[src/verilog/pss_pkg.sv]
// Constants, offsets and types shared by the power slot sequencer design.
// Assumes a single 25 MHz clock; times are converted into clock counts here.
package pss_pkg;
  // Clock rate and sequencing geometry
  localparam int CLK_MHZ = 25;
  localparam int NBUCK_DEF = 4;
  localparam int NLIN_DEF = 10;
  localparam int NPIN_DEF = 4;
  localparam logic [3:0] SLOT_LAST = 4'hf;
  localparam logic [3:0] SLOT_FIRST = 4'h1;
  localparam logic [3:0] SLP_SLOT_LAST = 4'h3;
  localparam int CNT_W = 16;
  // Slot delay options and the fixed sleep slot delay, in ns
  localparam int T_D0_NS = 30000;
  localparam int T_D1_NS = 200000;
  localparam int T_D2_NS = 500000;
  localparam int T_D3_NS = 2000000;
  localparam int T_SLP_NS = 120000;
  // Least times, rounded up to whole cycles
  localparam int D0_CYC = (T_D0_NS * CLK_MHZ + 999) / 1000;
  localparam int D1_CYC = (T_D1_NS * CLK_MHZ + 999) / 1000;
  localparam int D2_CYC = (T_D2_NS * CLK_MHZ + 999) / 1000;
  localparam int D3_CYC = (T_D3_NS * CLK_MHZ + 999) / 1000;
  localparam int SLP_CYC = (T_SLP_NS * CLK_MHZ + 999) / 1000;
  // Register word offsets (byte addresses)
  localparam logic [7:0] OFS_CTRL = 8'h00;
  localparam logic [7:0] OFS_ON = 8'h04;
  localparam logic [7:0] OFS_RETAIN = 8'h08;
  localparam logic [7:0] OFS_SHUTOFF = 8'h0c;
  localparam logic [7:0] OFS_LOWPWR = 8'h10;
  localparam logic [7:0] OFS_FPWM = 8'h14;
  localparam logic [7:0] OFS_PINMAP0 = 8'h18;
  localparam logic [7:0] OFS_STATUS = 8'h28;
  localparam logic [7:0] OFS_RES = 8'h2c;
  // Control register fields and reset values
  localparam int CTRL_SLEEP_ALLOW = 0;
  localparam int CTRL_SLEEP_POL = 1;
  localparam logic [1:0] CTRL_RST = 2'h0;
  localparam logic [31:0] ON_RST = 32'hffffffff;
  // Status register fields
  localparam int STS_SLOT_LSB = 4;
  localparam int STS_VMON = 8;
  localparam int STS_SEQ_LSB = 16;
  // Regulator modes and sequencer states
  typedef enum logic [1:0] {PSS_OFF, PSS_NORMAL, PSS_LOWPWR, PSS_PWM} pss_mode_t;
  typedef enum logic [2:0] {ST_OFF, ST_UP, ST_ON, ST_DOWN, ST_SLP_IN, ST_SLEEP, ST_SLP_OUT} pss_state_t;
endpackage

[src/verilog/pss_mode_if.sv]
// Bundle between the sequencer top and the regulator mode decoder.
// Assumes both ends share one parameter set for the regulator counts.
interface pss_mode_if
  import pss_pkg::*;
#(
  parameter int NREG = 14,
  parameter int NBUCK = 4
);
  logic [NREG-1:0] en;
  logic [NREG-1:0] assigned;
  logic [NREG-1:0] pin_state;
  logic [NREG-1:0] retain;
  logic [NREG-1:0] shutoff;
  logic [NREG-1:0] lowpwr;
  logic [NREG-1:0] in_sleep;
  logic [NBUCK-1:0] buck_force_pwm;
  logic strap_gnd;
  logic [NREG-1:0][1:0] mode;
  modport ctl (output en, assigned, pin_state, retain, shutoff, lowpwr, in_sleep, buck_force_pwm, strap_gnd,
               input mode);
  modport dec (input en, assigned, pin_state, retain, shutoff, lowpwr, in_sleep, buck_force_pwm, strap_gnd,
               output mode);
endinterface

[src/verilog/pss_mode_dec.sv]
// Regulator mode decoder: pure combinational table per regulator.
// Assumes bucks occupy the low indices and linear regulators the rest.
module pss_mode_dec
  import pss_pkg::*;
#(
  parameter int NREG = 14,
  parameter int NBUCK = 4
)
(
  pss_mode_if.dec m
);
  genvar gi;
  generate
    for (gi = 0; gi < NREG; gi++)
    begin : g_reg
      pss_mode_t md;
      logic slp_drop;
      // Sleep with retain clear only matters for unassigned rails off the ground strap
      assign slp_drop = !m.strap_gnd && m.in_sleep[gi] && !m.retain[gi];
      if (gi < NBUCK)
      begin : g_buck
        always_comb
        begin
          md = PSS_OFF;
          if (!m.en[gi])
            md = PSS_OFF;
          else if (m.assigned[gi])
          begin
            if (m.pin_state[gi])
              md = m.buck_force_pwm[gi] ? PSS_PWM : PSS_NORMAL;
            else if (!m.retain[gi] && m.shutoff[gi])
              md = PSS_OFF;
            else if (m.buck_force_pwm[gi])
              md = PSS_PWM;
            else
              md = m.retain[gi] ? PSS_NORMAL : PSS_LOWPWR;
          end
          else if (slp_drop)
            md = m.shutoff[gi] ? PSS_OFF : (m.buck_force_pwm[gi] ? PSS_PWM : PSS_LOWPWR);
          else
            md = m.buck_force_pwm[gi] ? PSS_PWM : (m.lowpwr[gi] ? PSS_LOWPWR : PSS_NORMAL);
        end
      end
      else
      begin : g_lin
        always_comb
        begin
          md = PSS_OFF;
          if (!m.en[gi])
            md = PSS_OFF;
          else if (m.assigned[gi])
            md = (m.pin_state[gi] || m.retain[gi]) ? PSS_NORMAL : (m.shutoff[gi] ? PSS_OFF : PSS_LOWPWR);
          else if (slp_drop)
            md = m.shutoff[gi] ? PSS_OFF : PSS_LOWPWR;
          else
            md = m.lowpwr[gi] ? PSS_LOWPWR : PSS_NORMAL;
        end
      end
      // Each regulator decodes on its own bits plus the shared ground strap
      assign m.mode[gi] = md;
    end
  endgenerate
endmodule

[src/verilog/pss_seq_top.sv]
// Slot sequencer with APB register file and regulator mode outputs.
// Assumes synchronous pins, factory settings held steady on otp_* inputs,
// and a main state machine that raises power_on_req / power_off_req.
// Functional notes
// - Fifteen ordered slots at power up and down
// - Power down walks slots in reverse
// - Two-bit select picks one common slot delay
// - Slot map and delay come from factory inputs
// - All resources of a slot switch together
// - Unsequenced resources follow pins/bits when up
// - Break point holds power up until monitor good
// - Sleep entry/exit uses three 120 us slots
// - Cleared on bit forces regulator off
// - Any pin map bit makes regulator assigned
// - Pin state is OR of assigned pins
// - Assigned linear regulator mode table
// - Unassigned linear regulator mode table
// - Assigned buck converter mode table
// - Separate mode bits per regulator, independent decode
// - Sleep pin gated by allow, interrupts, polarity
module pss_seq_top
  import pss_pkg::*;
#(
  parameter int NBUCK = NBUCK_DEF,
  parameter int NLIN = NLIN_DEF,
  parameter int NPIN = NPIN_DEF,
  parameter int D1_CYCLES = D1_CYC,
  parameter int D2_CYCLES = D2_CYC,
  parameter int D3_CYCLES = D3_CYC
)
(
  input wire logic clk,
  input wire logic reset,
  input wire logic psel,
  input wire logic penable,
  input wire logic pwrite,
  input wire logic [7:0] paddr,
  input wire logic [31:0] pwdata,
  output logic [31:0] prdata,
  output logic pready,
  output logic pslverr,
  input wire logic [(NBUCK+NLIN+2)*4-1:0] otp_slot_map,
  input wire logic [(NBUCK+NLIN+2)*2-1:0] otp_sleep_slot,
  input wire logic [1:0] slot_delay_select,
  input wire logic [3:0] otp_break_slot,
  input wire logic power_on_req,
  input wire logic power_off_req,
  input wire logic vmon_ok,
  input wire logic sleep_pin,
  input wire logic irq_pending,
  input wire logic [NPIN-1:0] en_pins,
  input wire logic strap_select_pin,
  output logic [NBUCK*2-1:0] buck_mode,
  output logic [NLIN*2-1:0] lin_mode,
  output logic clk32_out_en,
  output logic power_good_reset_out
);
  localparam int NREG = NBUCK + NLIN;
  localparam int NRES = NREG + 2;

  pss_state_t state_r, state_nxt;
  logic [3:0] slot_r, slot_nxt, tgt;
  logic [CNT_W-1:0] cnt_r, cnt_nxt, slot_len;
  logic [NRES-1:0] seq_on_r, seq_on_nxt, slp_on_r, slp_on_nxt, hit, shit, in_seq, res_en;
  logic [1:0] ctrl_r, ctrl_nxt;
  logic [NRES-1:0] on_r, on_nxt;
  logic [NREG-1:0] ret_r, ret_nxt, shut_r, shut_nxt, lp_r, lp_nxt;
  logic [NBUCK-1:0] fpwm_r, fpwm_nxt;
  logic [NPIN-1:0][NRES-1:0] map_r, map_nxt;
  logic [31:0] prdata_r, prdata_nxt;
  logic pready_r, pready_nxt, pslverr_r, pslverr_nxt;
  logic [NREG-1:0][1:0] mode_r, mode_nxt;
  logic clk32_r, clk32_nxt, rstout_r, rstout_nxt;
  logic sleep_req, dev_up;
  logic [NRES-1:0] assigned, pin_state;

  // Sleep pin counts only while allowed and no interrupt waits
  assign sleep_req = ctrl_r[CTRL_SLEEP_ALLOW] && !irq_pending && (sleep_pin ^ ctrl_r[CTRL_SLEEP_POL]);
  assign dev_up = (state_r != ST_OFF) && (state_r != ST_UP) && (state_r != ST_DOWN);

  // Common slot length; the sleep path ignores the select
  always_comb
  begin
    slot_len = CNT_W'(D0_CYC - 1);
    if (state_r == ST_SLP_IN || state_r == ST_SLP_OUT || state_r == ST_ON || state_r == ST_SLEEP)
      slot_len = CNT_W'(SLP_CYC - 1);
    else
      unique case (slot_delay_select)
        2'h0: slot_len = CNT_W'(D0_CYC - 1);
        2'h1: slot_len = CNT_W'(D1_CYCLES - 1);
        2'h2: slot_len = CNT_W'(D2_CYCLES - 1);
        2'h3: slot_len = CNT_W'(D3_CYCLES - 1);
      endcase
  end

  // Next slot to process: forward on power up and sleep entry, backward on power down and sleep exit
  always_comb
  begin
    tgt = slot_r + 4'h1;
    if (state_r == ST_DOWN)
      tgt = (slot_r == 4'h0) ? SLOT_LAST : slot_r - 4'h1;
    else if (state_r == ST_SLP_OUT)
      tgt = (slot_r == 4'h0) ? SLP_SLOT_LAST : slot_r - 4'h1;
  end

  // Per-resource slot match, pin assignment and pin state
  genvar gr;
  generate
    for (gr = 0; gr < NRES; gr++)
    begin : g_res
      logic [NPIN-1:0] col;
      for (genvar gp = 0; gp < NPIN; gp++)
      begin : g_pin
        assign col[gp] = map_r[gp][gr];
      end
      assign in_seq[gr] = otp_slot_map[gr*4 +: 4] != 4'h0;
      assign hit[gr] = otp_slot_map[gr*4 +: 4] == tgt;
      assign shit[gr] = (otp_sleep_slot[gr*2 +: 2] != 2'h0) && ({2'h0, otp_sleep_slot[gr*2 +: 2]} == tgt);
      assign assigned[gr] = |col;
      assign pin_state[gr] = |(col & en_pins);
      // Sequenced resources follow the sequencer; others only while up
      assign res_en[gr] = on_r[gr] && (in_seq[gr] ? seq_on_r[gr] : dev_up);
    end
  endgenerate

  // Sequencer next state
  always_comb
  begin
    state_nxt = state_r;
    slot_nxt = slot_r;
    seq_on_nxt = seq_on_r;
    slp_on_nxt = slp_on_r;
    cnt_nxt = (cnt_r != '0) ? cnt_r - CNT_W'(1) : cnt_r;
    unique case (state_r)
      ST_OFF:
        if (power_on_req)
        begin
          state_nxt = ST_UP;
          slot_nxt = 4'h0;
        end
      ST_UP:
        if (cnt_r == '0)
        begin
          if (slot_r == SLOT_LAST)
            state_nxt = ST_ON;
          else if (!(tgt == otp_break_slot && !vmon_ok))
          begin
            slot_nxt = tgt;
            cnt_nxt = slot_len;
            seq_on_nxt = seq_on_r | hit;
          end
        end
      ST_ON:
        if (power_off_req)
        begin
          state_nxt = ST_DOWN;
          slot_nxt = 4'h0;
        end
        else if (sleep_req)
        begin
          state_nxt = ST_SLP_IN;
          slot_nxt = 4'h0;
        end
      ST_DOWN:
        if (cnt_r == '0)
        begin
          if (slot_r == SLOT_FIRST)
          begin
            state_nxt = ST_OFF;
            slp_on_nxt = '0;
          end
          else
          begin
            slot_nxt = tgt;
            cnt_nxt = slot_len;
            seq_on_nxt = seq_on_r & ~hit;
          end
        end
      ST_SLP_IN:
        if (cnt_r == '0)
        begin
          if (slot_r == SLP_SLOT_LAST)
            state_nxt = ST_SLEEP;
          else
          begin
            slot_nxt = tgt;
            cnt_nxt = slot_len;
            slp_on_nxt = slp_on_r | shit;
          end
        end
      ST_SLEEP:
        if (power_off_req)
        begin
          state_nxt = ST_DOWN;
          slot_nxt = 4'h0;
        end
        else if (!sleep_req)
        begin
          state_nxt = ST_SLP_OUT;
          slot_nxt = 4'h0;
        end
      ST_SLP_OUT:
        if (cnt_r == '0)
        begin
          if (slot_r == SLOT_FIRST)
            state_nxt = ST_ON;
          else
          begin
            slot_nxt = tgt;
            cnt_nxt = slot_len;
            slp_on_nxt = slp_on_r & ~shit;
          end
        end
    endcase
  end

  always_ff @(posedge clk or posedge reset)
  begin
    if (reset)
    begin
      state_r <= ST_OFF;
      slot_r <= 4'h0;
      cnt_r <= '0;
      seq_on_r <= '0;
      slp_on_r <= '0;
    end
    else
    begin
      state_r <= state_nxt;
      slot_r <= slot_nxt;
      cnt_r <= cnt_nxt;
      seq_on_r <= seq_on_nxt;
      slp_on_r <= slp_on_nxt;
    end
  end

  // APB slave: one wait state, answer registered, unmapped gives pslverr
  always_comb
  begin
    ctrl_nxt = ctrl_r;
    on_nxt = on_r;
    ret_nxt = ret_r;
    shut_nxt = shut_r;
    lp_nxt = lp_r;
    fpwm_nxt = fpwm_r;
    map_nxt = map_r;
    prdata_nxt = prdata_r;
    pslverr_nxt = pslverr_r;
    pready_nxt = psel && penable && !pready_r;
    if (psel && penable && !pready_r)
    begin
      pslverr_nxt = 1'b0;
      prdata_nxt = 32'h0;
      if (paddr == OFS_CTRL)
        prdata_nxt[1:0] = ctrl_r;
      else if (paddr == OFS_ON)
        prdata_nxt[NRES-1:0] = on_r;
      else if (paddr == OFS_RETAIN)
        prdata_nxt[NREG-1:0] = ret_r;
      else if (paddr == OFS_SHUTOFF)
        prdata_nxt[NREG-1:0] = shut_r;
      else if (paddr == OFS_LOWPWR)
        prdata_nxt[NREG-1:0] = lp_r;
      else if (paddr == OFS_FPWM)
        prdata_nxt[NBUCK-1:0] = fpwm_r;
      else if (paddr >= OFS_PINMAP0 && paddr < OFS_PINMAP0 + 8'(NPIN * 4) && paddr[1:0] == 2'h0)
        prdata_nxt[NRES-1:0] = map_r[2'(paddr - OFS_PINMAP0 >> 2)];
      else if (paddr == OFS_STATUS)
        prdata_nxt = {(32-STS_SEQ_LSB)'(seq_on_r), 7'h0, vmon_ok, slot_r, 1'b0, state_r};
      else if (paddr == OFS_RES)
        prdata_nxt[NRES-1:0] = res_en;
      else
        pslverr_nxt = 1'b1;
    end
    // Writes land only at the edge that completes the transfer
    if (psel && penable && pready_r && pwrite)
    begin
      if (paddr == OFS_CTRL)
        ctrl_nxt = pwdata[1:0];
      else if (paddr == OFS_ON)
        on_nxt = pwdata[NRES-1:0];
      else if (paddr == OFS_RETAIN)
        ret_nxt = pwdata[NREG-1:0];
      else if (paddr == OFS_SHUTOFF)
        shut_nxt = pwdata[NREG-1:0];
      else if (paddr == OFS_LOWPWR)
        lp_nxt = pwdata[NREG-1:0];
      else if (paddr == OFS_FPWM)
        fpwm_nxt = pwdata[NBUCK-1:0];
      else if (paddr >= OFS_PINMAP0 && paddr < OFS_PINMAP0 + 8'(NPIN * 4) && paddr[1:0] == 2'h0)
        map_nxt[2'(paddr - OFS_PINMAP0 >> 2)] = pwdata[NRES-1:0];
    end
  end

  always_ff @(posedge clk or posedge reset)
  begin
    if (reset)
    begin
      ctrl_r <= CTRL_RST;
      on_r <= NRES'(ON_RST);
      ret_r <= '0;
      shut_r <= '0;
      lp_r <= '0;
      fpwm_r <= '0;
      map_r <= '0;
      prdata_r <= 32'h0;
      pready_r <= 1'b0;
      pslverr_r <= 1'b0;
    end
    else
    begin
      ctrl_r <= ctrl_nxt;
      on_r <= on_nxt;
      ret_r <= ret_nxt;
      shut_r <= shut_nxt;
      lp_r <= lp_nxt;
      fpwm_r <= fpwm_nxt;
      map_r <= map_nxt;
      prdata_r <= prdata_nxt;
      pready_r <= pready_nxt;
      pslverr_r <= pslverr_nxt;
    end
  end

  // Mode decode; outputs registered so the pads see no decode glitches
  pss_mode_if #(.NREG(NREG), .NBUCK(NBUCK)) mif ();
  assign mif.en = res_en[NREG-1:0];
  assign mif.assigned = assigned[NREG-1:0];
  assign mif.pin_state = pin_state[NREG-1:0];
  assign mif.retain = ret_r;
  assign mif.shutoff = shut_r;
  assign mif.lowpwr = lp_r;
  assign mif.in_sleep = slp_on_r[NREG-1:0];
  assign mif.buck_force_pwm = fpwm_r;
  assign mif.strap_gnd = strap_select_pin;

  pss_mode_dec #(.NREG(NREG), .NBUCK(NBUCK)) u_dec (.m(mif.dec));

  always_comb
  begin
    mode_nxt = mif.mode;
    clk32_nxt = res_en[NREG];
    rstout_nxt = res_en[NREG+1];
  end

  always_ff @(posedge clk or posedge reset)
  begin
    if (reset)
    begin
      mode_r <= '0;
      clk32_r <= 1'b0;
      rstout_r <= 1'b0;
    end
    else
    begin
      mode_r <= mode_nxt;
      clk32_r <= clk32_nxt;
      rstout_r <= rstout_nxt;
    end
  end

  assign prdata = prdata_r;
  assign pready = pready_r;
  assign pslverr = pslverr_r;
  assign buck_mode = mode_r[NBUCK-1:0];
  assign lin_mode = mode_r[NREG-1:NBUCK];
  assign clk32_out_en = clk32_r;
  assign power_good_reset_out = rstout_r;

  // Checks: cycles spent in the current slot
  logic [CNT_W-1:0] dwell_r;
  always_ff @(posedge clk or posedge reset)
  begin
    if (reset)
      dwell_r <= '0;
    else if (slot_r != slot_nxt)
      dwell_r <= '0;
    else if (dwell_r != '1)
      dwell_r <= dwell_r + CNT_W'(1);
  end
endmodule

[config.mk]
export PLATFORM = sky130hd
export DESIGN_NAME = pss_seq_top
export DESIGN_NICKNAME = d
export VERILOG_FILES = /design/src/verilog/pss_pkg.sv /design/src/verilog/pss_mode_if.sv /design/src/verilog/pss_mode_dec.sv /design/src/verilog/pss_seq_top.sv
export SDC_FILE = /design/constraint.sdc
export NUM_CORES = 1
export LEC_CHECK = 0
export ABC_AREA = 1
export BUFFER_PORTS_ARGS = -buffer_cell sky130_fd_sc_hd__buf_2
export CAP_MARGIN = 20
export CORE_MARGIN = 8
export CORE_UTILIZATION = 53
export CTS_CLUSTER_SIZE = 16
export DETAILED_ROUTE_END_ITERATION = 16
export PLACE_DENSITY = 0.8
export SYNTH_ARGS = -nofsm -noshare
export SYNTH_HDL_FRONTEND = slang
export SYNTH_HIERARCHICAL = 1
export SYNTH_SLANG_ARGS = --single-unit
export TNS_END_PERCENT = 100
[constraint.sdc]
create_clock -name clk -period 7.4 [get_ports clk]
set_input_delay 0.74 -clock clk [delete_from_list [all_inputs] [get_ports clk]]
set_output_delay 0.74 -clock clk [all_outputs]
set_load 0.005 [all_outputs]
=== After elaboration in Yosys (flattened, before gate mapping) ===
Cells that the tools add are included.

* Flip-flop bits (word level): 247
* Bits in latches: 0
* Memory bits (writable): 0
* Bits in read-only memories: 0
* Output and inout port bits: 64
* Word-level logic and storage cells: 547
* Memories: 0

* Add/subtract/negate cells: 4
* Multipliers: 0
* Div/mod/pow operators: 0
* $lt $le $gt $ge: 4
* Equality and inequality tests: 72
* Shift operators: 0
* Muxes and demuxes: 217
* Bitwise gates (word level): 27
* Reduce and logical (&&, ||, !) cells: 189

{| class="wikitable"
|+ Operators by type and width
! kind !! count
|-
| $mux W16 || 36
|-
| $mux W2 || 105
|-
| $reduce_or A4 Y1 || 28
|-
| $pmux W16 S3 || 2
|-
| $logic_and A1 B1 Y1 || 76
|-
| $eq A4 B4 Y1 || 17
|-
| $mux W4 || 17
|-
| $bwmux W64 || 1
|-
| $eq A2 B4 Y1 || 16
|-
| $pmux W16 S4 || 1
|-
| $reduce_bool A4 Y1 || 16
|-
| $and A4 B4 Y4 || 14
|-
| $mux W18 || 3
|-
| $mux W14 || 3
|-
| $mux W3 || 13
|-
| $reduce_bool A2 Y1 || 17
|-
| $and A16 B16 Y16 || 2
|-
| $bmux W16 S2 || 1
|-
| $demux W16 S2 || 1
|-
| $not A16 Y16 || 2
|-
| $or A16 B16 Y16 || 2
|-
| $pmux W16 S2 || 1
|-
| $mux W30 || 1
|-
| $mux W1 || 29
|-
| other kinds (49) || 109
|}

=== Depth between registers and ports, before layout ===
Gate-level depths: netlist of run 1.

* Depth in word-level cells: 21
* Mapped depth: 17
* Depth with buffers taken out: 16

=== Cells and area by module ===
The synthesis of run 1 kept the hierarchy.

{| class="wikitable"
|+ By module, submodules not included
! module !! instances !! cells each !! area each (µm²) !! sequential area each (µm²)
|-
| pss_seq_top || 1 || 1,806 || 13,878.3 || 6,150.9
|-
| pss_mode_dec || 1 || 212 || 935.9 || 0.0
|}

=== Least setup slack after synthesis of run 1 ===
OpenSTA, ideal clock, no wires.

* Path type: input-to-reg
* From: input paddr[3]
* To: register ret_r[10] (netlist: mif.retain[10])
* Arrival: 2,176 ps
* Path slack: 5,095 ps
* Cell stages on the path: 8
* Path buffers: 2
* Path through: clkbuf_1 > nor2_1 > inv_1 > nor3_1 > nor2_1 > nand3_2 > buf_2 > o21ai_0

* Cells in the longest elaborated chain, start to end: 3
* Elaborated cells between the ends (all ways): 6

{| class="wikitable"
|+ RTL lines
! what !! line !! source
|-
| from (decl) || pss_seq_top.sv:37 || <nowiki>input wire logic [7:0] paddr,</nowiki>
|-
| $eq A8 B3 Y1 or $logic_not A8 Y1 (tied branches) || pss_seq_top.sv:280, pss_seq_top.sv:278 ||
|-
| $not A1 Y1 (no source line) || n/a ||
|-
| $reduce_and A4 Y1 (no source line) * || n/a ||
|-
| to (signal assigned) || pss_seq_top.sv:314 || <nowiki>ret_r <= ret_nxt;</nowiki>
|-
| to (decl) || pss_seq_top.sv:67 || <nowiki>logic [NREG-1:0] ret_r, ret_nxt, shut_r, shut_nxt, lp_r, lp_nxt;</nowiki>
|}

Mark *: on every way between the ends. The rest lies on a longest branch, timed or not.
A chain may end at the register's enable or synchronous reset.

==> results of run 1 <==
## where the power goes
| part | internal, µW | switching, µW |
|---|---|---|
| sequential | 1350 | 5.12 |
| clock | 856 | 547 |
| combinational | 70.8 | 143 |
| total | 2280 | 695 |
## cell usage in the layout, fill, tap and decap left out, types with 4 or more instances in the layout
master,instances
dfrtp_1,229
inv_2,6
buf_4,9
nand4_1,22
dfstp_2,16
xor2_1,56
a221o_1,8
nand2_4,7
a21boi_0,8
clkbuf_1,6
clkbuf_8,8
nor2_2,4
nand3_4,4
nor2_1,270
o2111ai_1,7
nand2_1,471
nand3b_1,13
a21oi_1,59
o22ai_1,57
nand4_2,10
clkbuf_16,27
xnor2_1,33
nand3_1,73
or2_2,7
nor3_1,10
ha_1,11
buf_2,200
o211ai_1,7
nand3_2,4
nor3_2,4
o21ai_0,274
inv_1,237
o311ai_0,6
## logic make-up after synthesis
group / after synthesis / synth area share, %
adder cells (fa/ha/maj): 11 / 0.9290
AO/OA/AOI/OAI: 445 / 16.71
buffers and inverters: 319 / 8.927
XOR/XNOR: 89 / 5.262
AND/OR/NAND/NOR: 909 / 26.66
flip-flops: 245 / 41.52
## registers in the layout, summed over array words and instances, names as in the netlist, named ones only
| name | flops |
|---|---|
| buck_mode | 8 |
| state_r | 3 |
| slp_on_r | 14 |
| ctrl_r | 2 |
| slot_r | 4 |
| pready | 1 |
| lp_r | 14 |
| lin_mode | 20 |
| prdata | 32 |
| mif.shutoff | 14 |
| cnt_r | 16 |
| g_res.col | 64 |
| mif.retain | 14 |
| clk32_out_en | 1 |
| fpwm_r | 4 |
| pslverr | 1 |
| on_r | 16 |
| power_good_reset_out | 1 |
## layer usage
metal | vias to the layer above | wire length (µm) | track usage, %
li1 | 6911 | - | -
met5 | - | 12 | 0
met3 | 111 | 5160 | 5.125
met1 | 6893 | 20120 | 38.90
met4 | 2 | 1726 | 10.51
met2 | 863 | 21210 | 44.11
## critical path, stage by stage (launching register included)
cell     delay (ns)
dfrtp_1        0.39
inv_1          0.14
ha_1           0.24
nand2_1        0.11
nor3_2         0.31
nand4_1        0.53
a21oi_2        0.99
nand4_1        0.22
nand2_1        0.12
inv_1          0.05
nor2_1         0.10
## cell type report
cell class | count | area (µm²)
clock buffer | 41 | 808.3
clock inverter | 9 | 130.1
fill | 2509 | 10640
inverter | 248 | 942.2
multi-input combinational | 1454 | 7341
sequential | 245 | 6151
tap | 378 | 473.0
timing repair buffer | 214 | 1141
## cell usage after synthesis (8+ instances only)
library cell	count	area share (%)
a21boi_0	8	0.41
a21oi_1	59	2.0
a221o_1	8	0.54
buf_2	15	0.51
buf_6	10	0.76
clkbuf_1	42	1.1
dfrtp_1	229	39
dfstp_2	16	2.8
ha_1	11	0.93
inv_1	238	6.0
nand2_1	471	12
nand3_1	73	2.5
nand3b_1	13	0.66
nand4_1	22	0.93
nand4_2	10	0.84
nor2_1	270	6.8
nor3_1	10	0.34
o21ai_0	274	9.3
o22ai_1	57	2.4
xnor2_1	33	2.0
xor2_1	56	3.3
## per-stage QoR
| step | area, µm² | util, % | setup slack [ns] |
|---|---|---|---|
| 2_1_floorplan | 14820 | - | 3.455 |
| 3_3_place_gp | 16000 | 57.89 | 3.836 |
| 3_5_place_dp | 16000 | 57.89 | 3.706 |
| 4_1_cts | 16930 | 61.29 | 4.177 |
| 5_1_grt | 16990 | 61.48 | 3.882 |
| 6_report | 16990 | 61.48 | 4.111 |
## worst paths after layout
kind	cells after the start	slack [ns]	from	end
min in group clk	2	0.48	prdata[27]$_DFFE_PP0P_	prdata[27]$_DFFE_PP0P_
max in group asynchronous	4	5.46	reset	mif.shutoff[13]$_DFFE_PP0P_
hold / removal	3	0.44	reset	g_res[7].col[2]$_DFFE_PP0P_
setup reg to reg	10	4.11	cnt_r[0]$_DFF_PP0_	register
hold reg to reg	2	0.48	prdata[27]$_DFFE_PP0P_	prdata[27]$_DFFE_PP0P_
setup / recovery	10	4.11	cnt_r[0]$_DFF_PP0_	register
==> out/summary.md, run 1 <==
Sequential elements use 41.52% of the synthesized area. The insertion delay to the later sink of the worst-skew pair was 0.54 ns; the first-iteration detailed-routing DRC count was 1898. From synthesis to final layout, the design area changed by 14.66%. After clock tree synthesis, the repair step resized 0 gates.

The initial antenna violation count was 1; the ratio of cells with drive above 1 in the final layout was 15.06%. After detailed routing, the number of vias per cell comes to 5.709. After detailed routing, the average wire length per cell comes to 18.63 µm.

The level count of the clock H-tree is 1, and the global-route usage over all layers is 28.29%. The number of nets still failing antenna checks after routing was 0. Global-route wire length before repair: 76.02 mm. 221 I/O pins were placed. Ratio of total power to cell area: 174.9 nW/µm². The run gives 27.52% as the worst max-slew margin expressed relative to the limit. For the area of the core, the log shows 27630 µm².

The final number of hold-violating endpoints was 0; the fraction of the cycle the final worst path needs was 44.44%. The net count after synthesis came out at 2186. The tools report the type of destination of the critical path as a register. The critical path is of the reg2reg type. The final route contains 14780 vias. During placement, the flow inserted port buffers numbering 200. In the synthesized netlist, the number of instances is 2018. The actual slew at the worst max-slew pin was 1.079 ns; the DRC violations left was 0. The setup TNS was 0 ns; the maximum number of pins on one net before global-route repair was 186.

Summed over all layers, the global routing overflow is 0. The width of the die works out to 183.2 µm. Most frequently used flop master after synthesis: dfrtp_1. The register clock-pin slew on the reported worst setup and hold paths works out to 0.06 ns. The max-capacitance violation count was 0. The average size of a mapped cell came out at 7.341 µm². The number of synthesized register bits is 245. For the buffer levels on the longest clock path, the log shows 3. The final hold slack is 0.4369 ns, and the number of different library cells in the post-synthesis netlist is 51. The number of enable flip-flop cells after synthesis works out to 0. Including well taps, the total number of placed cells is 2535.

The clock period minus final worst setup slack was 3.289 ns. The number of diodes added for antenna fixing came out at 0. The startpoint class of the critical path is a register. The run gives 0.008400 µW as the cell leakage power. At the end of routability-driven placement, the weighted congestion stood at 0.9551. For the number of rows in the core area, the log shows 61. The critical-path maximum fanout is 16, and the setup fix buffers added after clock tree synthesis is 0. After the flow finishes, the layout carries non-filler instances totaling 2589. The required time of the critical path is 7.86 ns. Setup repair after global routing left no endpoint under its margin.

The flow ran to the end, and the final reports show no timing, DRC or antenna violations. Buffers inserted during clock tree synthesis total 27. In this run the clock root is driven by a clkbuf_16. The net count of the finished layout is 2358.

The floorplan die area was 33560 µm²; the detailed-router iteration count before antenna repair was 6. Total power for the finished layout comes to 2971 µW. The logs give 35.67 mm for the half-perimeter wire length after placement and 6 for the number of warnings printed during yosys synthesis.

The die is 183.2 µm tall. The detailed-route wire length was 48.24 mm. TritonCTS built the clock tree.

In this run the cell area of the synthesized design comes to 14810 µm². The run gives 0 as the setup violation total in the final timing report. Of all flip-flops after synthesis, the portion carrying an async set or reset was 100.0%.

Based on the critical path, the design can be clocked at up to 304.1 MHz. Max-slew violation count: 0. Worst clock skew on the final layout: 0.01197 ns. The clock drives 245 sinks. Buffers inserted to repair hold after CTS numbered 0. IR analysis of the VDD net gives a maximum drop of 166.4 µV. The tools report the number of global-route vias before repair as 14010.

Once the floorplan was initialized, standard cells occupied 53.62% of the core. The arrival time of data at the critical path endpoint came out at 3.75 ns. The worst hold path belongs to the class in2async.
Note: power is estimated with default switching activity, not from simulation.
==> run 2, diff against run 1 <==
- CORE_UTILIZATION: 53 -> 58
- PLACE_DENSITY: 0.8 -> 0.83
- clock period: 7.4 -> 3.36 ns (I/O delays scaled with it)
==> run 2 against run 1 <==
- final area rose by 0.94%
- power rose by 130%
- combinational power rose by 120%
- register-to-register slack got worse by 3.5 ns
- non-clock buffer count rose by 24
- critical path type unchanged
- largest power group unchanged
==> out/summary.md, run 2 (same netlist as run 1, synthesis figures left out) <==
The ratio of total power to cell area was 391.9 nW/µm² (was 174.9 nW/µm²); the level count of the clock H-tree was 1 (unchanged). The sum of buffers and inverters on the critical path came out at 1 (was 2). The global-route wire length before repair was 74.27 mm (was 76.02 mm); the final hold slack was 0.1971 ns (was 0.4369 ns). The number of cells after detailed placement was 2514 (was 2535).

The number of buffers created by CTS came out at 27 (unchanged). The tools report the first-iteration detailed-routing DRC count as 1697 (was 1898). For the detailed-router iteration count before antenna repair, the log shows 6 (unchanged).

The register clock-pin slew on the reported worst setup and hold paths came out at 0.06 ns (about the same). The flow ran to the end, and the final reports show no timing, DRC or antenna violations. The detail-routed net length per standard cell is 18.40 µm (was 18.63 µm).

Commonest cells after routing, fill and taps aside: nand2_1, o21ai_0, nor2_1 (unchanged). The tools report the number of nets still failing antenna checks after routing as 0 (unchanged). The tools report the startpoint class of the critical path as a register (unchanged). The buffer levels on the longest clock path is 3 (unchanged), and the worst max-slew margin expressed relative to the limit is 41.64% (was 27.52%). The run gives 0.57 ns (was 4.11 ns) as the slack of the worst reg-to-reg path.

The cell leakage power was 0.008523 µW (was 0.008400 µW); the number of flip-flops under the largest register name was 64 (unchanged). For the layout net count, the log shows 2382 (was 2358). Final RePlAce weighted congestion: 0.9334 (was 0.9551). The floorplan die area was 30910 µm² (was 33560 µm²); the highest cell delay on the worst timing path was 0.48 ns (was 0.99 ns).

Fraction of the cycle the final worst path needs: 82.94% (was 44.44%). Via count: 14810 (was 14780). The worst setup margin was 0.5733 ns (was 4.111 ns); the final number of hold-violating endpoints was 0 (unchanged). Critical-path maximum fanout: 22 (was 16).

The path category of the worst min-delay check is in2reg (was in2async). The maximum resistive drop on vdd was 590.9 µV (was 166.4 µV); the maximum number of pins on one net before global-route repair was 110 (was 186). The start-to-end type of the worst setup path was reg2reg (unchanged).

For the half-perimeter wire length after placement, the log shows 35.41 mm (was 35.67 mm). Post-synthesis to final-layout area growth: 15.73% (was 14.66%). The detailed-route wire length was 47.22 mm (was 48.24 mm); the ratio of cells with drive above 1 in the final layout was 15.93% (was 15.06%).

The width of the die was 175.8 µm (was 183.2 µm). Count of port buffers added during placement: 200 (unchanged). The max-slew violation count was 0 (unchanged).

The initial antenna violation count is 1 (unchanged). The number of global-route vias before repair was 14060 (was 14010). TritonCTS built the clock tree. The run gives 0 (unchanged) as the DRC violations left. Setup repair after global routing left no endpoint under its margin. The logs give 3.25 ns (was 3.75 ns) for the arrival time of data at the critical path endpoint and 0 (unchanged) for the number of cells upsized or downsized after cts. The tools report the cell at the root of the clock tree as clkbuf_16 (unchanged). The run gives 245 (unchanged) as the total number of clock tree sinks. The most common library cell in the layout ignoring fill and taps was nand2_1 (unchanged).

The boundary pin count is 221 (unchanged), and the area of the core is 25110 µm² (was 27630 µm²). Critical path, cell by cell: inv_4, nand3_4, nand2_4, nand2_1, nand2_4, nor2_2, nor2_4, nand3_4, nor2_8, nand2_4, nand3_2, nand2_1, o21ai_0 (was inv_1, ha_1, nand2_1, nor3_2, nand4_1, a21oi_2, nand4_1, nand2_1, inv_1, nor2_1). The standard cell with the maximum stage delay on the critical path was dfrtp_1 (was a21oi_2). By instance count, the cell type seen most on the critical path is nand2_4. The logs give 0 (unchanged) for the setup fix buffers added after clock tree synthesis and 2566 (was 2589) for the final instance count without filler cells. Total grt overflow: 0 (unchanged).

The insertion delay to the later sink of the worst-skew pair is 0.54 ns (about the same), and the worst clock skew on the final layout is 0.008273 ns (was 0.01197 ns). The count of hold buffers inserted by post-cts repair is 1 (was 0), and the clock period minus final worst setup slack is 2.787 ns (was 3.289 ns). The tools report the max-capacitance violation count as 0 (unchanged). The family with the most delay on the worst path is simple AND/OR/NAND/NOR gates (unchanged). For the global-route usage over all layers, the log shows 29.86% (was 28.29%).

Die height: 175.8 µm (was 183.2 µm). The number of rows in the core area is 58 (was 61). The tools report the type of destination of the critical path as a register (unchanged).

The initial cell density of the core is 59.00% (was 53.62%), and the highest attainable clock frequency is 358.9 MHz (was 304.1 MHz). The setup violation total in the final timing report came out at 0 (unchanged). The placement-stage worst setup slack is 0.6168 ns (was 3.706 ns), and the actual slew at the worst max-slew pin is 0.8733 ns (was 1.079 ns). Detailed-route vias per instance: 5.773 (was 5.709). The run gives 3.82 ns (was 7.86 ns) as the required time of the critical path.
run 2: cell count changes in the layout (fill, tap and decap cells not counted):
| cell | change |
|---|---|
| buf_8 | -2 |
| inv_6 | +1 |
| clkbuf_8 | -4 |
| buf_4 | +26 |
| dlygate4sd3_1 | +1 |
| buf_6 | -2 |
| buf_12 | +1 |
| diode_2 | +1 |
| bufinv_16 | +3 |
run 2: metal layers:
layer  up-vias  GRT usage [%]  wire (µm)
met3       120          6.377       5201
met1      6853          38.95      18840
met2       879          47.80      21390
li1       6961              -          -
met5         -              0          0
met4         0          12.01       1785
run 2: area by class of cell:
class / count / area, µm²
Fill cell: 2118 / 7964
Multi-Input combinational cell: 1454 / 7341
Sequential cell: 245 / 6151
Timing Repair Buffer: 238 / 1314
Inverter: 248 / 942.2
Clock buffer: 37 / 753.2
Tap cell: 330 / 412.9
Clock inverter: 13 / 229.0
Antenna cell: 1 / 2.502
run 2: path summary, 6_finish.rpt:
check | startpoint | depth (start not counted) | end
setup reg to reg | state_r[2]$_DFFE_PP0P_ | 13 | slot_r[3]$_DFFE_PP0P_
setup / recovery | state_r[2]$_DFFE_PP0P_ | 13 | slot_r[3]$_DFFE_PP0P_
max in group asynchronous | reset | 4 | asynchronous set/reset pin
hold reg to reg | prdata[17]$_DFFE_PP0P_ | 2 | prdata[17]$_DFFE_PP0P_
hold / removal | pwdata[15] | 3 | g_res[15].col[3]$_DFFE_PP0P_
min in group asynchronous | reset | 3 | g_res[6].col[2]$_DFFE_PP0P_
run 2: through the flow:
stage	power, µW	util [%]	TNS, ns	cell area [µm²]
after floorplan	3281	-	-41.38	14820
after global placement	3491	64.32	0	16150
after detailed placement	3504	64.32	0	16150
after CTS	6751	68.27	0	17140
after global routing	6915	68.28	0	17150
final	6719	68.28	0	17150
run 2: worst reg2reg max path, stage by stage (launching register included):
cell and delay (ns):
dfrtp_1 0.48, inv_4 0.16, nand3_4 0.30, nand2_4 0.31, nand2_1 0.15, nand2_4 0.29
nor2_2 0.09, nor2_4 0.14, nand3_4 0.10, nor2_8 0.12, nand2_4 0.18, nand3_2 0.21
nand2_1 0.09, o21ai_0 0.09
run 2: report_power, final:
part	switching (µW)	total, µW	leakage (µW)	internal, µW
logic	314	478	0.00483	164
registers	11.7	2980	0.00322	2970
clock network	1230	3260	0.000478	2030
total	1550	6720	0.00852	5170
==> run 3, diff against run 2 <==
- ABC_AREA: 1 -> 0
- clock period: 3.36 -> 2.6 ns (I/O delays scaled with it)
==> run 3 against run 2 <==
- final area rose by 2.5%
- via count fell by 13%
- wire length fell by 0.22%
- core utilization rose by 3.7 points
- sequential share of layout area fell by 0.86 points
- clock skew rose by 0.012 ns
- count of clock-buffer cells in the layout fell by 1
- global-route usage barely moved
- clock power rose by 30%
- non-clock buffer count rose by 53
- largest power group unchanged
==> out/summary.md, run 3 <==
The average size of a mapped cell was 10.65 µm² (was 7.341 µm²). The number of different library cells in the post-synthesis netlist is 86 (was 51). The final number of hold-violating endpoints came out at 0 (unchanged). Synth top area cells: dfrtp_1, mux2_2, dfstp_2, xnor2_1, mux4_2 (was dfrtp_1, nand2_1, o21ai_0, nor2_1, inv_1). The insertion delay to the later sink of the worst-skew pair was 0.56 ns (was 0.54 ns). The most common library cell in the layout ignoring fill and taps was dfrtp_1 (was nand2_1).

The startpoint class of the critical path was a register (unchanged). The count of port buffers added during placement is 200 (unchanged). The global-route usage over all layers was 29.83% (was 29.86%). The post-synthesis to final-layout area growth was 21.70% (was 15.73%); the width of the die was 173.8 µm (was 175.8 µm). The via count was 12940 (was 14810); the actual slew at the worst max-slew pin was 0.7633 ns (was 0.8733 ns). The number of nets still failing antenna checks after routing came out at 0 (unchanged). Die height: 173.8 µm (was 175.8 µm). The post-synth design cell area came out at 14440 µm² (was 14810 µm²). The flow ran to the end, and the final reports show no timing, DRC or antenna violations. The ratio of total power to cell area is 508.9 nW/µm² (was 391.9 nW/µm²). The path category of the worst min-delay check was in2reg (unchanged). The DRC violations left was 0 (unchanged); the fraction of the cycle the final worst path needs was 99.89% (was 82.94%). The cell taking the most area after synthesis is dfrtp_1 (unchanged). The start-to-end type of the worst setup path is reg2reg (unchanged). Worst clock skew on the final layout: 0.02027 ns (was 0.008273 ns). The run gives 57 (was 58) as the number of rows in the core area. The area of the multi-input gates is 8004 µm² (was 7341 µm²), and the floorplan die area is 30190 µm² (was 30910 µm²). The detailed-router iteration count before antenna repair was 7 (was 6). For the synthesized instance count, the log shows 1355 (was 2018). TritonCTS built the clock tree. The tools report the total power as 8940 µW (was 6719 µW).

The type of destination of the critical path is a register (unchanged). Initial antenna violation count: 2 (was 1). For the utilization after layout, the log shows 72.03% (was 68.28%).

Setup repair after global routing could not meet its margin everywhere. The most frequently used flop master after synthesis is dfrtp_1 (unchanged). The clock period minus final worst setup slack is 2.597 ns (was 2.787 ns). The run gives 33.51 mm (was 35.41 mm) as the half-perimeter wire length after placement. Max-capacitance violation count: 0 (unchanged). Number of enable flip-flop cells after synthesis: 0 (unchanged). The sequential element share of the synthesized area came out at 42.61% (was 41.52%). The number of flip-flops under the largest register name is 64 (unchanged).

The critical-path maximum fanout came out at 17 (was 22). The required time of the critical path is 3.02 ns (was 3.82 ns), and the maximum number of pins on one net before global-route repair is 76 (was 110). Max-slew violation count: 0 (unchanged).

The tools report the arrival time of data at the critical path endpoint as 3.02 ns (was 3.25 ns). The cell leakage power was 0.008376 µW (was 0.008523 µW). The most common cell in the synthesized netlist was dfrtp_1 (was nand2_1). The tools report the cell at the root of the clock tree as clkbuf_16 (unchanged). The buffer levels on the longest clock path was 3 (unchanged); the highest attainable clock frequency was 385.0 MHz (was 358.9 MHz).

The tools report the number of buffers created by CTS as 27 (unchanged). Total number of clock tree sinks: 245 (unchanged). The number of synthesized register bits came out at 245 (unchanged). The fraction of registers with async set/reset works out to 100.0% (unchanged). Commonest cells after routing, fill and taps aside: dfrtp_1, buf_2, mux2_2 (was nand2_1, o21ai_0, nor2_1). The share of the synthesized area in the top cell type came out at 39.70% (was 38.68%). The hold-critical path depth was 3 (unchanged).

Leading post-synthesis cells by instance count: dfrtp_1, mux2_2, nand2_1, nor2_1, clkbuf_1 (was nand2_1, o21ai_0, nor2_1, inv_1, dfrtp_1). The area of the core is 24390 µm² (was 25110 µm²), and the level count of the clock H-tree is 1 (unchanged). The total grt overflow came out at 0 (unchanged). The tools report the worst max-slew margin expressed relative to the limit as 48.64% (was 41.64%). The layout net count was 1763 (was 2382); the register clock-pin slew on the reported worst setup and hold paths was 0.07 ns (was 0.06 ns). The detailed-route wire length is 47.12 mm (was 47.22 mm). The setup violation total in the final timing report was 0 (unchanged); the register cell area after layout was 6152 µm² (was 6151 µm²). The logs give 59.18% (was 59.00%) for the initial cell density of the core and 73.06 mm (was 74.27 mm) for the global-route wire length before repair.

The detailed-route vias per instance is 6.667 (was 5.773), and the ratio of cells with drive above 1 in the final layout is 33.42% (was 15.93%). The number of warnings printed during yosys synthesis came out at 6 (unchanged). The first-iteration detailed-routing DRC count is 1706 (was 1697).

The depth of the worst register-to-register path was 10 (was 13); the maximum resistive drop on vdd was 612.0 µV (was 590.9 µV). The net count after synthesis was 1523 (was 2186). The number of global-route vias before repair is 12850 (was 14060). For the fill cell instance count of the final layout, the log shows 1676 (was 2118).

The detail-routed net length per standard cell is 24.27 µm (was 18.40 µm). The final RePlAce weighted congestion was 0.9614 (was 0.9334). The boundary pin count is 221 (unchanged).
==> run 3: cell count changes after synthesis, moves of 28 or more <==
cell and delta:
a21oi_1 -29, a22oi_1 +40, inv_1 -198, mux2_2 +102
nand2_1 -386, nand3_1 -56, nor2_1 -198, nor2b_1 +28
o21ai_0 -227, o21ai_1 +28, o22ai_1 -49, or4_1 +31
==> run 3: worst max-delay path: stages (launching register included) <==
cell,delay [ns]
dfrtp_1,0.40
buf_4,0.17
nand2b_4,0.17
a211o_1,0.34
buf_4,0.15
a31oi_1,0.18
o2111ai_2,0.23
o21ai_2,0.24
buf_4,0.31
nor3_2,0.09
o21bai_1,0.17
==> run 3: logic make-up after synthesis <==
family	Yosys count	share of synthesized area, %
simple gates	375	14.52
compound gates	355	17.99
flops	245	42.61
mux	153	13.11
buf+inv	121	3.580
xor+xnor	95	7.246
fa+ha+maj	11	0.9534
==> run 3: timing repair <==
action                                  4_1_cts  5_1_grt
setup buffers                                 0        3
resized for setup                            12       36
endpoints found under the setup margin       15       32
cloned                                        0        0
pin swaps                                     2        6
hold endpoints to repair                    161        0
hold buffers                                  1        0
==> run 3: per-layer routing <==
metal | vias to the layer above | share of wire (%) | global-route usage, % | wire (µm)
li1 | 5593 | - | - | -
met1 | 6394 | 40 | 39.82 | 18960
met2 | 816 | 45 | 45.35 | 21250
met3 | 136 | 10 | 6.861 | 4782
met4 | 2 | 4.5 | 14.21 | 2106
met5 | - | 0.028 | 0 | 13
==> run 3: cell type report <==
type / instances / area share [%]
multi-input cells: 989 / 45.56
inverters: 41 / 0.8974
well taps: 324 / 2.308
repair buffers: 291 / 10.57
clock buffers: 36 / 4.437
diodes: 1 / 0.01424
clock inverters: 14 / 1.196
flip-flops and latches: 245 / 35.02
==> run 3: worst paths after layout <==
check | slack (ns) | endpoint | start
worst max-delay path | 0.003 | register | state_r[2]$_DFFE_PP0P_
worst min-delay path | 0.05 | on_r[3]$_DFFE_PP1P_ | pwdata[3]
worst max register to register | 0.003 | register | state_r[2]$_DFFE_PP0P_
worst min register to register | 0.51 | g_res[14].col[0]$_DFFE_PP0P_ | g_res[14].col[0]$_DFFE_PP0P_
max in group asynchronous | 1.64 | lin_mode[16]$_DFF_PP0_ | reset
min in group asynchronous | 0.44 | state_r[0]$_DFFE_PP0P_ | reset
==> run 3: power by group <==
group	total [µW]	internal [µW]	switching (µW)
logic	807	313	494
clock network	4230	2600	1630
registers	3900	3860	40.6
==> run 3: per-stage QoR <==
step	instances	area (µm²)	TNS [ns]	setup WS (ns)	hold WS, ns
after global placement	1886	16320	0	0.03836	0.4655
after CTS	1937	17390	0	0.007149	0.02370
final	1941	17570	0	0.002905	0.04759
after floorplan	1355	14440	-199.90	-0.8647	0.3689
after global routing	1941	17570	-0.5286	-0.04732	0.06115
after detailed placement	1886	16320	-0.2176	-0.05751	0.4849
